<file path="src/bfss_consts.vh">
// Timing constants and field positions of the boost fault and soft-start supervisor
`ifndef BFSS_CONSTS_VH
`define BFSS_CONSTS_VH
// ==========================================
// Clock
`define BFSS_CLK_HZ 50000000
`define BFSS_CLK_NS 20
// ==========================================
// Soft start: 20 ms ramp to 0.75 V, reference as 0..750 mV code
`define BFSS_SS_TIME_MS 20
`define BFSS_SS_END_MV 750
`define BFSS_SS_CYCLES (`BFSS_SS_TIME_MS * (`BFSS_CLK_HZ / 1000))
// ==========================================
// Hiccup cool-down 60 ms and overcurrent pulse count of 8
`define BFSS_COOL_TIME_MS 60
`define BFSS_COOL_CYCLES (`BFSS_COOL_TIME_MS * (`BFSS_CLK_HZ / 1000))
`define BFSS_OC_PULSES 8
// ==========================================
// Sync mode change delay in oscillator periods; ten periods fits every rate
`define BFSS_SYNC_DLY_PERIODS 10
// Free-running oscillator period default, 300 kHz
`define BFSS_OSC_PERIOD 167
// Sync edge missing for this many periods drops back to free-run
`define BFSS_SYNC_LOSS_PERIODS 2
// ==========================================
// Status vector bit positions
`define BFSS_ST_SUPPLY_UNDERVOLTAGE_LOCKOUT 0
`define BFSS_ST_OVP 1
`define BFSS_ST_HOT 2
`define BFSS_ST_STBY 3
`define BFSS_ST_HICC 4
`define BFSS_ST_SS 5
`define BFSS_ST_SYNC 6
`define BFSS_ST_RUN 7
`endif

</file>
<file path="src/bfss_sync2.v">
// Two-flop synchroniser bank for asynchronous comparator and pin inputs
`timescale 1ns/100ps
module bfss_sync2 #(
  parameter W = 6
) (
  input wire clk_in,
  input wire rst_n_in,
  input wire [W-1:0] d_in,
  output reg [W-1:0] q_out
);
  reg [W-1:0] meta_q;

  // ==========================================
  // Synchroniser: the first stage feeds only the second
  always @(posedge clk_in or negedge rst_n_in) begin
    if (!rst_n_in) begin
      meta_q <= {W{1'b0}};
      q_out <= {W{1'b0}};
    end else begin
      meta_q <= d_in;
      q_out <= meta_q;
    end
  end
endmodule

</file>
<file path="src/bfss_supervisor.v">
// Switch drive gating, protection sequencing and soft start of the boost supervisor
//
// Contract
// [RQ1] Gate held off while feedback is above the overvoltage level; resumes after.
// [RQ2] Supply rising above release level ends lockout and starts operation.
// [RQ3] Supply below detect level enters lockout and stops everything.
// [RQ4] Overheat indication halts switching.
// [RQ5] Overheat clearing restarts switching through a soft start.
// [RQ6] Switch current at limit ends the on-time of the current cycle.
// [RQ7] Eight consecutive limited pulses with low feedback force hiccup off.
// [RQ8] Hiccup waits 60 ms cool-down, then restarts with soft start.
// [RQ9] Soft start ramps reference from zero to 0.75 V over 20 ms.
// [RQ10] Soft start follows lockout, overheat, standby and cool-down exits.
// [RQ11] Enable below standby threshold puts the device in standby.
// [RQ12] Open enable reads low, so it means standby.
// [RQ13] External sync wave stays in 0.9x..1.7x frequency, pulses at least 25 ns.
// [RQ14] In sync mode each cycle starts on the sync rising edge.
// [RQ15] Changing between free-run and sync waits a transition delay.
// [RQ16] Enable high runs normally; low or open stays in standby.
// [RQ17] Any stopping condition holds the gate drive low.
// [RQ18] Pulse count clears on a clean cycle or when feedback is not low.
//
// The implementer's own choices: register access over APB and the placing of the registers.
`timescale 1ns/100ps
`include "bfss_consts.vh"
module bfss_supervisor #(
  parameter SS_CYCLES = `BFSS_SS_CYCLES,
  parameter COOL_CYCLES = `BFSS_COOL_CYCLES
) (
  // Clock and reset (reset enters supply lockout; SUPPLY_OK_IN releases it)
  input wire REF_CLK_IN,
  input wire RST_N_IN,
  // Comparator outputs, all asynchronous
  input wire SUPPLY_OK_IN,
  input wire FB_OVER_IN,
  input wire FB_LOW_IN,
  input wire JUNCTION_HOT_IN,
  input wire SWITCH_OC_IN,
  input wire RUN_EN_IN,
  // External synchronising clock pin
  input wire SYNC_CLK_IN,
  // PWM comparator: on-time end request from the regulation loop
  input wire PWM_END_IN,
  // APB slave
  input wire PSEL_IN,
  input wire PENABLE_IN,
  input wire PWRITE_IN,
  input wire [11:0] PADDR_IN,
  input wire [31:0] PWDATA_IN,
  output reg [31:0] PRDATA_OUT,
  output reg PREADY_OUT,
  output reg PSLVERR_OUT,
  // Outputs
  output reg GATE_DRIVE_OUT,
  output reg [9:0] SS_REF_MV_OUT,
  output reg SOFTSTART_ACTIVE_OUT,
  output reg SYNC_MODE_OUT
);
  // ==========================================
  // Register map
  localparam [11:0] ADDR_CTRL = 12'h000;
  localparam [11:0] ADDR_STAT = 12'h004;
  localparam [11:0] ADDR_PERIOD = 12'h008;
  localparam [11:0] ADDR_OCCNT = 12'h00c;

  // Supervisor states
  localparam [2:0] ST_LOCK = 3'h0;
  localparam [2:0] ST_STBY = 3'h1;
  localparam [2:0] ST_SOFT = 3'h2;
  localparam [2:0] ST_RUN = 3'h3;
  localparam [2:0] ST_HOT = 3'h4;
  localparam [2:0] ST_COOL = 3'h5;

  // Ramp step; constants sized to the registers they meet
  localparam [31:0] SS_STEP = SS_CYCLES / `BFSS_SS_END_MV;
  localparam [9:0] SS_END = 10'd`BFSS_SS_END_MV;
  localparam [3:0] OC_MAX = 4'd`BFSS_OC_PULSES;
  localparam [15:0] OSC_RESET = 16'd`BFSS_OSC_PERIOD;

  // ==========================================
  // Input synchronisation
  wire [6:0] s_w;
  bfss_sync2 #(.W(7)) u_sync (
    .clk_in(REF_CLK_IN),
    .rst_n_in(RST_N_IN),
    .d_in({SYNC_CLK_IN, RUN_EN_IN, SWITCH_OC_IN, JUNCTION_HOT_IN, FB_LOW_IN,
      FB_OVER_IN, SUPPLY_OK_IN}),
    .q_out(s_w)
  );
  wire supply_ok = s_w[0];
  wire fb_over = s_w[1];
  wire fb_low = s_w[2];
  wire hot = s_w[3];
  wire oc = s_w[4];
  wire run_en = s_w[5];
  wire sync_lvl = s_w[6];

  // Sequencer, ramp, pulse-limit, oscillator and mode-change state
  reg [2:0] state_q;
  reg [31:0] tmr_q;
  reg [9:0] ref_q;
  reg [31:0] step_q;
  reg [3:0] oc_cnt_q;
  reg cyc_oc_q;
  reg gate_q;
  reg [15:0] osc_q;
  reg [15:0] period_q;
  reg sync_en_q;
  reg sync_prev_q;
  reg sync_mode_q;
  reg [31:0] sync_tmr_q;
  reg [15:0] since_edge_q;
  reg sw_stop_q;

  // Sync edge detect; the previous level resets low, the idle level of the pin
  wire sync_rise = sync_lvl & ~sync_prev_q;
  // Loss and delay scale with the set period so slow rates are not dropped;
  // edge age saturates, so periods beyond half its range never lose sync
  wire sync_seen = {16'h0000, since_edge_q} <
    {16'h0000, period_q} * `BFSS_SYNC_LOSS_PERIODS;
  // Ten periods lands inside the allowed delay window at every oscillator rate
  wire [31:0] sync_dly = {16'h0000, period_q} * `BFSS_SYNC_DLY_PERIODS;
  wire osc_wrap = (osc_q >= period_q - 16'h0001);
  // Cycle start: sync edge in sync mode, own oscillator otherwise
  wire cyc_start = sync_mode_q ? sync_rise : osc_wrap; // [RQ14]
  wire switching = (state_q == ST_SOFT) || (state_q == ST_RUN);

  // ==========================================
  // Mode change with delay; a wanted mode must persist through it
  always @(posedge REF_CLK_IN or negedge RST_N_IN) begin
    if (!RST_N_IN) begin
      sync_prev_q <= 1'b0;
      since_edge_q <= 16'hffff;
      sync_mode_q <= 1'b0;
      sync_tmr_q <= 32'h0;
    end else begin
      sync_prev_q <= sync_lvl;
      if (sync_rise) begin
        since_edge_q <= 16'h0000;
      end else if (since_edge_q != 16'hffff) begin
        since_edge_q <= since_edge_q + 16'h0001;
      end
      // Timer restarts whenever the wanted mode matches the present one
      if ((sync_en_q & sync_seen) == sync_mode_q) begin
        sync_tmr_q <= 32'h0;
      end else if (sync_tmr_q >= sync_dly - 32'h1) begin
        sync_mode_q <= ~sync_mode_q; // [RQ15]
        sync_tmr_q <= 32'h0;
      end else begin
        sync_tmr_q <= sync_tmr_q + 32'h1; // [RQ15]
      end
    end
  end

  // ==========================================
  // Free-running oscillator, restarted at each cycle start
  always @(posedge REF_CLK_IN or negedge RST_N_IN) begin
    if (!RST_N_IN) begin
      osc_q <= 16'h0000;
    end else if (cyc_start) begin
      osc_q <= 16'h0000;
    end else begin
      osc_q <= osc_q + 16'h0001;
    end
  end

  // ==========================================
  // Supervisor sequence
  always @(posedge REF_CLK_IN or negedge RST_N_IN) begin
    if (!RST_N_IN) begin
      state_q <= ST_LOCK;
      tmr_q <= 32'h0;
      ref_q <= 10'h000;
      step_q <= 32'h0;
    end else begin
      if (!supply_ok) begin
        state_q <= ST_LOCK; // [RQ3]
        ref_q <= 10'h000;
      end else begin
        case (state_q)
          ST_LOCK: begin
            state_q <= ST_STBY; // [RQ2]
          end
          ST_STBY: begin
            ref_q <= 10'h000;
            // Open enable pin reads low through the pull-down
            if (run_en && !sw_stop_q) begin // [RQ11] [RQ12] [RQ16]
              state_q <= ST_SOFT; // [RQ10]
              step_q <= 32'h0;
            end
          end
          ST_SOFT: begin
            if (step_q >= SS_STEP - 32'h1) begin
              step_q <= 32'h0;
              if (ref_q >= SS_END - 10'h001) begin
                state_q <= ST_RUN;
                ref_q <= SS_END;
              end else begin
                ref_q <= ref_q + 10'h001; // [RQ9]
              end
            end else begin
              step_q <= step_q + 32'h1;
            end
          end
          ST_RUN: begin
            ref_q <= SS_END;
          end
          ST_HOT: begin
            ref_q <= 10'h000;
            if (!hot) begin
              state_q <= ST_SOFT; // [RQ5]
              step_q <= 32'h0;
            end
          end
          ST_COOL: begin
            ref_q <= 10'h000;
            if (tmr_q >= COOL_CYCLES - 1) begin
              tmr_q <= 32'h0;
              state_q <= ST_SOFT; // [RQ8]
              step_q <= 32'h0;
            end else begin
              tmr_q <= tmr_q + 32'h1;
            end
          end
          default: begin
            state_q <= ST_LOCK;
          end
        endcase
        // Exit paths from switching; priority: overheat, standby, hiccup
        if (switching) begin
          if (hot) begin
            state_q <= ST_HOT; // [RQ4]
          end else if (!run_en || sw_stop_q) begin
            state_q <= ST_STBY; // [RQ11]
          end else if (oc_cnt_q == OC_MAX) begin
            state_q <= ST_COOL; // [RQ7]
            tmr_q <= 32'h0;
          end
        end
      end
    end
  end

  // ==========================================
  // Pulse-by-pulse current limit and consecutive-pulse counter
  always @(posedge REF_CLK_IN or negedge RST_N_IN) begin
    if (!RST_N_IN) begin
      gate_q <= 1'b0;
      cyc_oc_q <= 1'b0;
      oc_cnt_q <= 4'h0;
    end else begin
      if (!switching || fb_over) begin
        gate_q <= 1'b0; // [RQ1] [RQ17]
      end else if (oc) begin
        gate_q <= 1'b0; // [RQ6]
      end else if (cyc_start) begin
        gate_q <= 1'b1;
      end else if (PWM_END_IN) begin
        gate_q <= 1'b0;
      end
      if (!switching || !fb_low) begin
        oc_cnt_q <= 4'h0; // [RQ18]
        cyc_oc_q <= 1'b0;
      end else if (cyc_start) begin
        // Score the cycle that just ended
        if (cyc_oc_q || oc) begin
          // Saturate so a long overload cannot wrap the count
          if (oc_cnt_q != OC_MAX) begin
            oc_cnt_q <= oc_cnt_q + 4'h1; // [RQ7]
          end
        end else begin
          oc_cnt_q <= 4'h0; // [RQ18]
        end
        cyc_oc_q <= 1'b0;
      end else if (oc && gate_q) begin
        cyc_oc_q <= 1'b1;
      end
    end
  end

  // ==========================================
  // APB slave, zero wait states
  always @(posedge REF_CLK_IN or negedge RST_N_IN) begin
    if (!RST_N_IN) begin
      PRDATA_OUT <= 32'h0;
      PREADY_OUT <= 1'b0;
      PSLVERR_OUT <= 1'b0;
      sync_en_q <= 1'b0;
      sw_stop_q <= 1'b0;
      period_q <= OSC_RESET;
    end else begin
      PREADY_OUT <= PSEL_IN & ~PENABLE_IN;
      PSLVERR_OUT <= 1'b0;
      // Writes land only at the completing edge, where ready is seen high
      if (PSEL_IN && PENABLE_IN && PREADY_OUT && PWRITE_IN) begin
        if (PADDR_IN == ADDR_CTRL) begin
          sync_en_q <= PWDATA_IN[0];
          sw_stop_q <= PWDATA_IN[1];
        end
        // A period under two clocks would stall the oscillator, so it is ignored
        if (PADDR_IN == ADDR_PERIOD && PWDATA_IN[15:0] > 16'h0001) begin
          period_q <= PWDATA_IN[15:0];
        end
      end
      // Reads decode in setup so the data stands through the access cycle
      if (PSEL_IN && !PENABLE_IN) begin
        PRDATA_OUT <= 32'h0;
        case (PADDR_IN)
          ADDR_CTRL: begin
            PRDATA_OUT <= {30'h0, sw_stop_q, sync_en_q};
          end
          ADDR_STAT: begin
            PRDATA_OUT <= {24'h0, state_q == ST_RUN, sync_mode_q, state_q == ST_SOFT,
              state_q == ST_COOL, state_q == ST_STBY, state_q == ST_HOT, fb_over,
              state_q == ST_LOCK};
          end
          ADDR_PERIOD: begin
            PRDATA_OUT <= {16'h0, period_q};
          end
          ADDR_OCCNT: begin
            PRDATA_OUT <= {28'h0, oc_cnt_q};
          end
          default: begin
            PSLVERR_OUT <= 1'b1;
          end
        endcase
      end
    end
  end

  // ==========================================
  // Registered outputs
  always @(posedge REF_CLK_IN or negedge RST_N_IN) begin
    if (!RST_N_IN) begin
      GATE_DRIVE_OUT <= 1'b0;
      SS_REF_MV_OUT <= 10'h000;
      SOFTSTART_ACTIVE_OUT <= 1'b0;
      SYNC_MODE_OUT <= 1'b0;
    end else begin
      GATE_DRIVE_OUT <= gate_q & switching & ~fb_over & ~oc; // [RQ17]
      SS_REF_MV_OUT <= ref_q;
      SOFTSTART_ACTIVE_OUT <= (state_q == ST_SOFT);
      SYNC_MODE_OUT <= sync_mode_q;
    end
  end
endmodule

</file>
<file path="config.mk">
export PLATFORM = sky130hd
export DESIGN_NAME = bfss_supervisor
export DESIGN_NICKNAME = d
export VERILOG_FILES = /design/src/bfss_sync2.v /design/src/bfss_supervisor.v
export VERILOG_INCLUDE_DIRS = /design/src
export SDC_FILE = /design/constraint.sdc
export NUM_CORES = 1
export LEC_CHECK = 0
export BUFFER_PORTS_ARGS = -buffer_cell sky130_fd_sc_hd__buf_2
export CAP_MARGIN = 5
export CORE_UTILIZATION = 65
export CTS_CLUSTER_DIAMETER = 100
export DETAILED_ROUTE_END_ITERATION = 8
export PLACE_DENSITY = 0.86
export SLEW_MARGIN = 10
export SYNTH_ARGS = -nofsm -noshare
export SYNTH_HDL_FRONTEND = slang
export SYNTH_SLANG_ARGS = --single-unit
</file>
<file path="constraint.sdc">
create_clock -name REF_CLK_IN -period 10.7 [get_ports REF_CLK_IN]
set_clock_uncertainty 0.2 [all_clocks]
set_input_delay 0.535 -clock REF_CLK_IN [delete_from_list [all_inputs] [get_ports REF_CLK_IN]]
set_output_delay 0.535 -clock REF_CLK_IN [all_outputs]
set_load 0.005 [all_outputs]
</file>
==> flow_metrics.tcl <==
set metrics [dict create \
    run_status "finished, final reports clean" \
    startpoint "period_q[1]" \
    grt_pass1_vias 9477 \
    syn2layout_area_growth_pct 10.75 \
    die_height_um 141.2 \
    power_leakage_nw 6.827 \
    drt-vias-per-instance 5.991 \
    part_of_the_yosys_area_used_for_sequential_elements_pct 42.32 \
    cts.repair.resized 0 \
    track_usage_pct 27.83 \
    synthDistinctLibCells 79 \
    syn_warnings 0 \
    main_combinational_cell_family_by_area_after_synthesis "simple AND/OR/NAND/NOR gates" \
    placed_area_um2 13100 \
    antenna_violating_nets_post_route 0 \
    critical_path.endpoint_type "flop" \
    reg2reg_setup_slack_ps 4550 \
    placed_cells 1613 \
    worstHoldPathCells 2 \
    startpoint_of_the_most_critical_register_to_register_path "period_q[1]" \
    power_density_nw_per_um2 128.9 \
    post_dp_hpwl_um 19020 \
    maximum_vdd_drop_mv 0.1435 \
    muxShareOfSynthArea_pct 2.284 \
    synth_largest_area_cell "sky130_fd_sc_hd__dfrtp_1" \
    grt_antenna_before_repair 2 \
    fp-row-count 50 \
    setup_crit_start_kind "flop" \
    syn-instance-count 1314 \
    cts.root.buffer_cell "sky130_fd_sc_hd__clkbuf_16" \
    setup_viol_count_final 0 \
    wl_per_cell_um 16.14 \
    final_layout_size_suffix_gt1_share_pct 13.11 \
    synth_top_area_share_pct 37.94 \
    synth-main-ff-cell "sky130_fd_sc_hd__dfrtp_1" \
    grt_first_pass_wirelength_um 45280 \
    detail_route.wirelength_um 26870 \
    synth-edff-count 0 \
    synth_simple_gate_area_share_pct 20.95 \
    clkTransAtPathRegs_ps 60 \
    cts-buffers-inserted 23 \
    die_x_um 141.2 \
    gr-usage-met3_pct 4.042 \
    synth-compound-area-share_pct 13.79 \
    overflow 0 \
    finish.net_count 1545 \
    worst_slew_pin_slew_ps 1260 \
    grt-busiest-layer "met2" \
    maxCapViolations 0 \
    timing.final.max_slew_violations 0 \
    instances_no_fill 1665 \
    post-route-drc-count 0 \
    final_period_minus_worst_setup_slack_ps 6152 \
    r2r.worst_path.cells 21 \
    tritoncts "yes" \
    hold_violations_final 0 \
    slew_headroom_pct 15.84 \
    num-fill-cells 1309 \
    post-route-period-util_pct 57.49 \
    synthAdderAreaFrac_pct 10.19 \
    postSynth.asyncResetShare_pct 100.0 \
    h-tree-depth 1 \
    grt_setup_unrepaired "no" \
    io_pins 104 \
    crit_required_ps 10930 \
    synth-xor-area-share_pct 6.873 \
    synth.cell_area_um2 12600 \
    whs_ps 75.01 \
    grt_util_met1_pct 38.66 \
    grt_util_met2_pct 45.21 \
    port-buffer-count 71 \
    core_area_um2 18830 \
    finalInstanceArea_um2 13950 \
    start_point_of_the_worst_hold_path "PWDATA_IN[6]" \
    finalWeightedCongestion 0.8460 \
    yosys_register_bits 212 \
    worst_ep_arrival_time_ps 6390 \
    first_pass_iters 6 \
    initial_core_util_pct 66.90 \
    clock-sinks 212 \
    holdCritPathClass "input port to flop" \
    clockBufferDepth 3 \
    grt_max_degree 75 \
    detail_route.iter0.violations 573 \
    setup_tns_ps 0 \
    timing.setup.critical_path_class "flop to flop" \
    fmax_mhz 162.6 \
    die-area_um2 19940 \
    syn_avg_cell_area_um2 9.588 \
    dr_total_vias 9975 \
    clk-insertion-delay-late_ps 520 \
    synthTopCellsByArea "sky130_fd_sc_hd__dfrtp_1 (38%), sky130_fd_sc_hd__ha_1 (10%), sky130_fd_sc_hd__nor2_1 (4.4%)" \
    timing.critical_path.fanout_max 32 \
]
[cells in the mapped netlist, types with 7 or more instances]
| cell | number |
|---|---|
| sky130_fd_sc_hd__dfstp_2 | 21 |
| sky130_fd_sc_hd__a31oi_1 | 8 |
| sky130_fd_sc_hd__nor3_1 | 40 |
| sky130_fd_sc_hd__nor2_1 | 148 |
| sky130_fd_sc_hd__clkbuf_1 | 26 |
| sky130_fd_sc_hd__a21oi_1 | 53 |
| sky130_fd_sc_hd__a21o_1 | 31 |
| sky130_fd_sc_hd__o21ai_1 | 12 |
| sky130_fd_sc_hd__xor2_1 | 44 |
| sky130_fd_sc_hd__xnor2_1 | 53 |
| sky130_fd_sc_hd__buf_4 | 16 |
| sky130_fd_sc_hd__nand3_1 | 65 |
| sky130_fd_sc_hd__and3_1 | 23 |
| sky130_fd_sc_hd__a22o_1 | 11 |
| sky130_fd_sc_hd__nor4_1 | 21 |
| sky130_fd_sc_hd__nor2b_1 | 20 |
| sky130_fd_sc_hd__inv_1 | 46 |
| sky130_fd_sc_hd__nand2b_1 | 9 |
| sky130_fd_sc_hd__o21ai_0 | 47 |
| sky130_fd_sc_hd__nand2_1 | 101 |
| sky130_fd_sc_hd__o22a_1 | 7 |
| sky130_fd_sc_hd__o31ai_1 | 13 |
| sky130_fd_sc_hd__dfrtp_1 | 191 |
| sky130_fd_sc_hd__and2_1 | 19 |
| sky130_fd_sc_hd__and4_1 | 11 |
| sky130_fd_sc_hd__o21a_1 | 19 |
| sky130_fd_sc_hd__ha_1 | 101 |
| sky130_fd_sc_hd__nand4_1 | 28 |
| sky130_fd_sc_hd__mux2_2 | 20 |
| sky130_fd_sc_hd__or3_1 | 9 |
[power by group]
group	leakage (nW)	switching, W	internal, W
Combinational	3.64	0.0000897	0.0000539
Clock	0.371	0.000330	0.000465
Sequential	2.82	0.0000265	0.000833
[registers in the layout, summed over array words and instances, names as in the netlist, 3 cells and up]
register	cells
PRDATA_OUT	16
SS_REF_MV_OUT	10
oc_cnt_q	4
osc_q	16
period_q	16
ref_q	10
since_edge_q	16
state_q	3
step_q	32
sync_tmr_q	32
tmr_q	32
u_sync.meta_q	7
u_sync.q_out	7
[logic make-up after synthesis]
family                   Yosys count
AO/OA/AOI/OAI                    255
buffers and inverters             98
other                              1
XOR/XNOR                          98
AND/OR/NAND/NOR                  523
multiplexers                      25
flip-flops                       212
adder cells (fa/ha/maj)          102
[final cells by class]
class / instances / area, um2 / area share (%)
clock buffer: 27 / 620.6 / 4.448
tap: 260 / 325.3 / 2.332
multi-input combinational: 1019 / 6877 / 49.29
clock inverter: 15 / 142.6 / 1.022
antenna: 2 / 5.005 / 0.03587
sequential: 212 / 5331 / 38.21
inverter: 47 / 176.4 / 1.264
timing repair buffer: 83 / 474.2 / 3.399
[worst max-delay path, cell delays in order, from the launching register on]
cell                       delay, ps
sky130_fd_sc_hd__dfstp_2         630
sky130_fd_sc_hd__ha_1            270
sky130_fd_sc_hd__ha_1            230
sky130_fd_sc_hd__fa_1            400
sky130_fd_sc_hd__a21o_1          200
sky130_fd_sc_hd__a31oi_1         270
sky130_fd_sc_hd__o21ai_0         220
sky130_fd_sc_hd__or3_1           360
sky130_fd_sc_hd__and2_1          160
sky130_fd_sc_hd__nand2b_1        180
sky130_fd_sc_hd__nor3_2          240
sky130_fd_sc_hd__nand3b_1        420
sky130_fd_sc_hd__ha_1            480
sky130_fd_sc_hd__a21o_1          170
sky130_fd_sc_hd__a21oi_1         150
sky130_fd_sc_hd__nor2b_1          60
sky130_fd_sc_hd__o211ai_1        160
sky130_fd_sc_hd__a21boi_0        100
sky130_fd_sc_hd__o21ai_0         190
sky130_fd_sc_hd__o311ai_0        200
sky130_fd_sc_hd__nand2b_2        530
sky130_fd_sc_hd__nor2_1          230
[path summary, 6_finish.rpt]
kind | to
max | sync_tmr_q[0]
min | period_q[6]
max reg2reg | sync_tmr_q[0]
min reg2reg | u_sync.q_out[3]
max in group asynchronous | tmr_q[15]
min in group asynchronous | sync_tmr_q[31]
[what timing repair did]
action / CTS / global route
hold buffers: 8 / 0
buffers inserted: 0 / 0
endpoints found under the hold margin: 61 / 0
[placed cells by master (no fill, tap or decap), types with 13 or more instances in the layout]
master                      instances
sky130_fd_sc_hd__nand4_1           28
sky130_fd_sc_hd__nor3_1            40
sky130_fd_sc_hd__nor2b_1           20
sky130_fd_sc_hd__nand3_1           65
sky130_fd_sc_hd__inv_1             46
sky130_fd_sc_hd__and3_1            23
sky130_fd_sc_hd__clkbuf_16         23
sky130_fd_sc_hd__nor4_1            21
sky130_fd_sc_hd__conb_1            16
sky130_fd_sc_hd__buf_2             70
sky130_fd_sc_hd__ha_1             101
sky130_fd_sc_hd__mux2_2            20
sky130_fd_sc_hd__nor2_1           148
sky130_fd_sc_hd__and2_1            19
sky130_fd_sc_hd__nand2_1          101
sky130_fd_sc_hd__o21ai_0           47
sky130_fd_sc_hd__a21oi_1           53
sky130_fd_sc_hd__o21a_1            19
sky130_fd_sc_hd__dfrtp_1          191
sky130_fd_sc_hd__xor2_1            44
sky130_fd_sc_hd__dfstp_2           21
sky130_fd_sc_hd__a21o_1            31
sky130_fd_sc_hd__xnor2_1           53
sky130_fd_sc_hd__o31ai_1           13
[per-stage QoR]
step                      util [%]  total power (W)  setup WS (ps)
after detailed placement     69.57         0.001013           4216
final                        74.09         0.001798           4548
after CTS                    74.05         0.001811           4196
after floorplan                  -        0.0009600           5412
after global placement       69.57         0.001008           4335
after global routing         74.09         0.001865           4042
[routing by layer]
layer / wire length [um] / vias to the layer above / share of wire, %
li1: - / 4820 / -
met5: 0 / - / 0
met3: 1491 / 51 / 5.5
met1: 12250 / 4836 / 46
met2: 12430 / 268 / 46
met4: 694 / 0 / 2.6
Note: power is estimated with default switching activity, not from simulation.
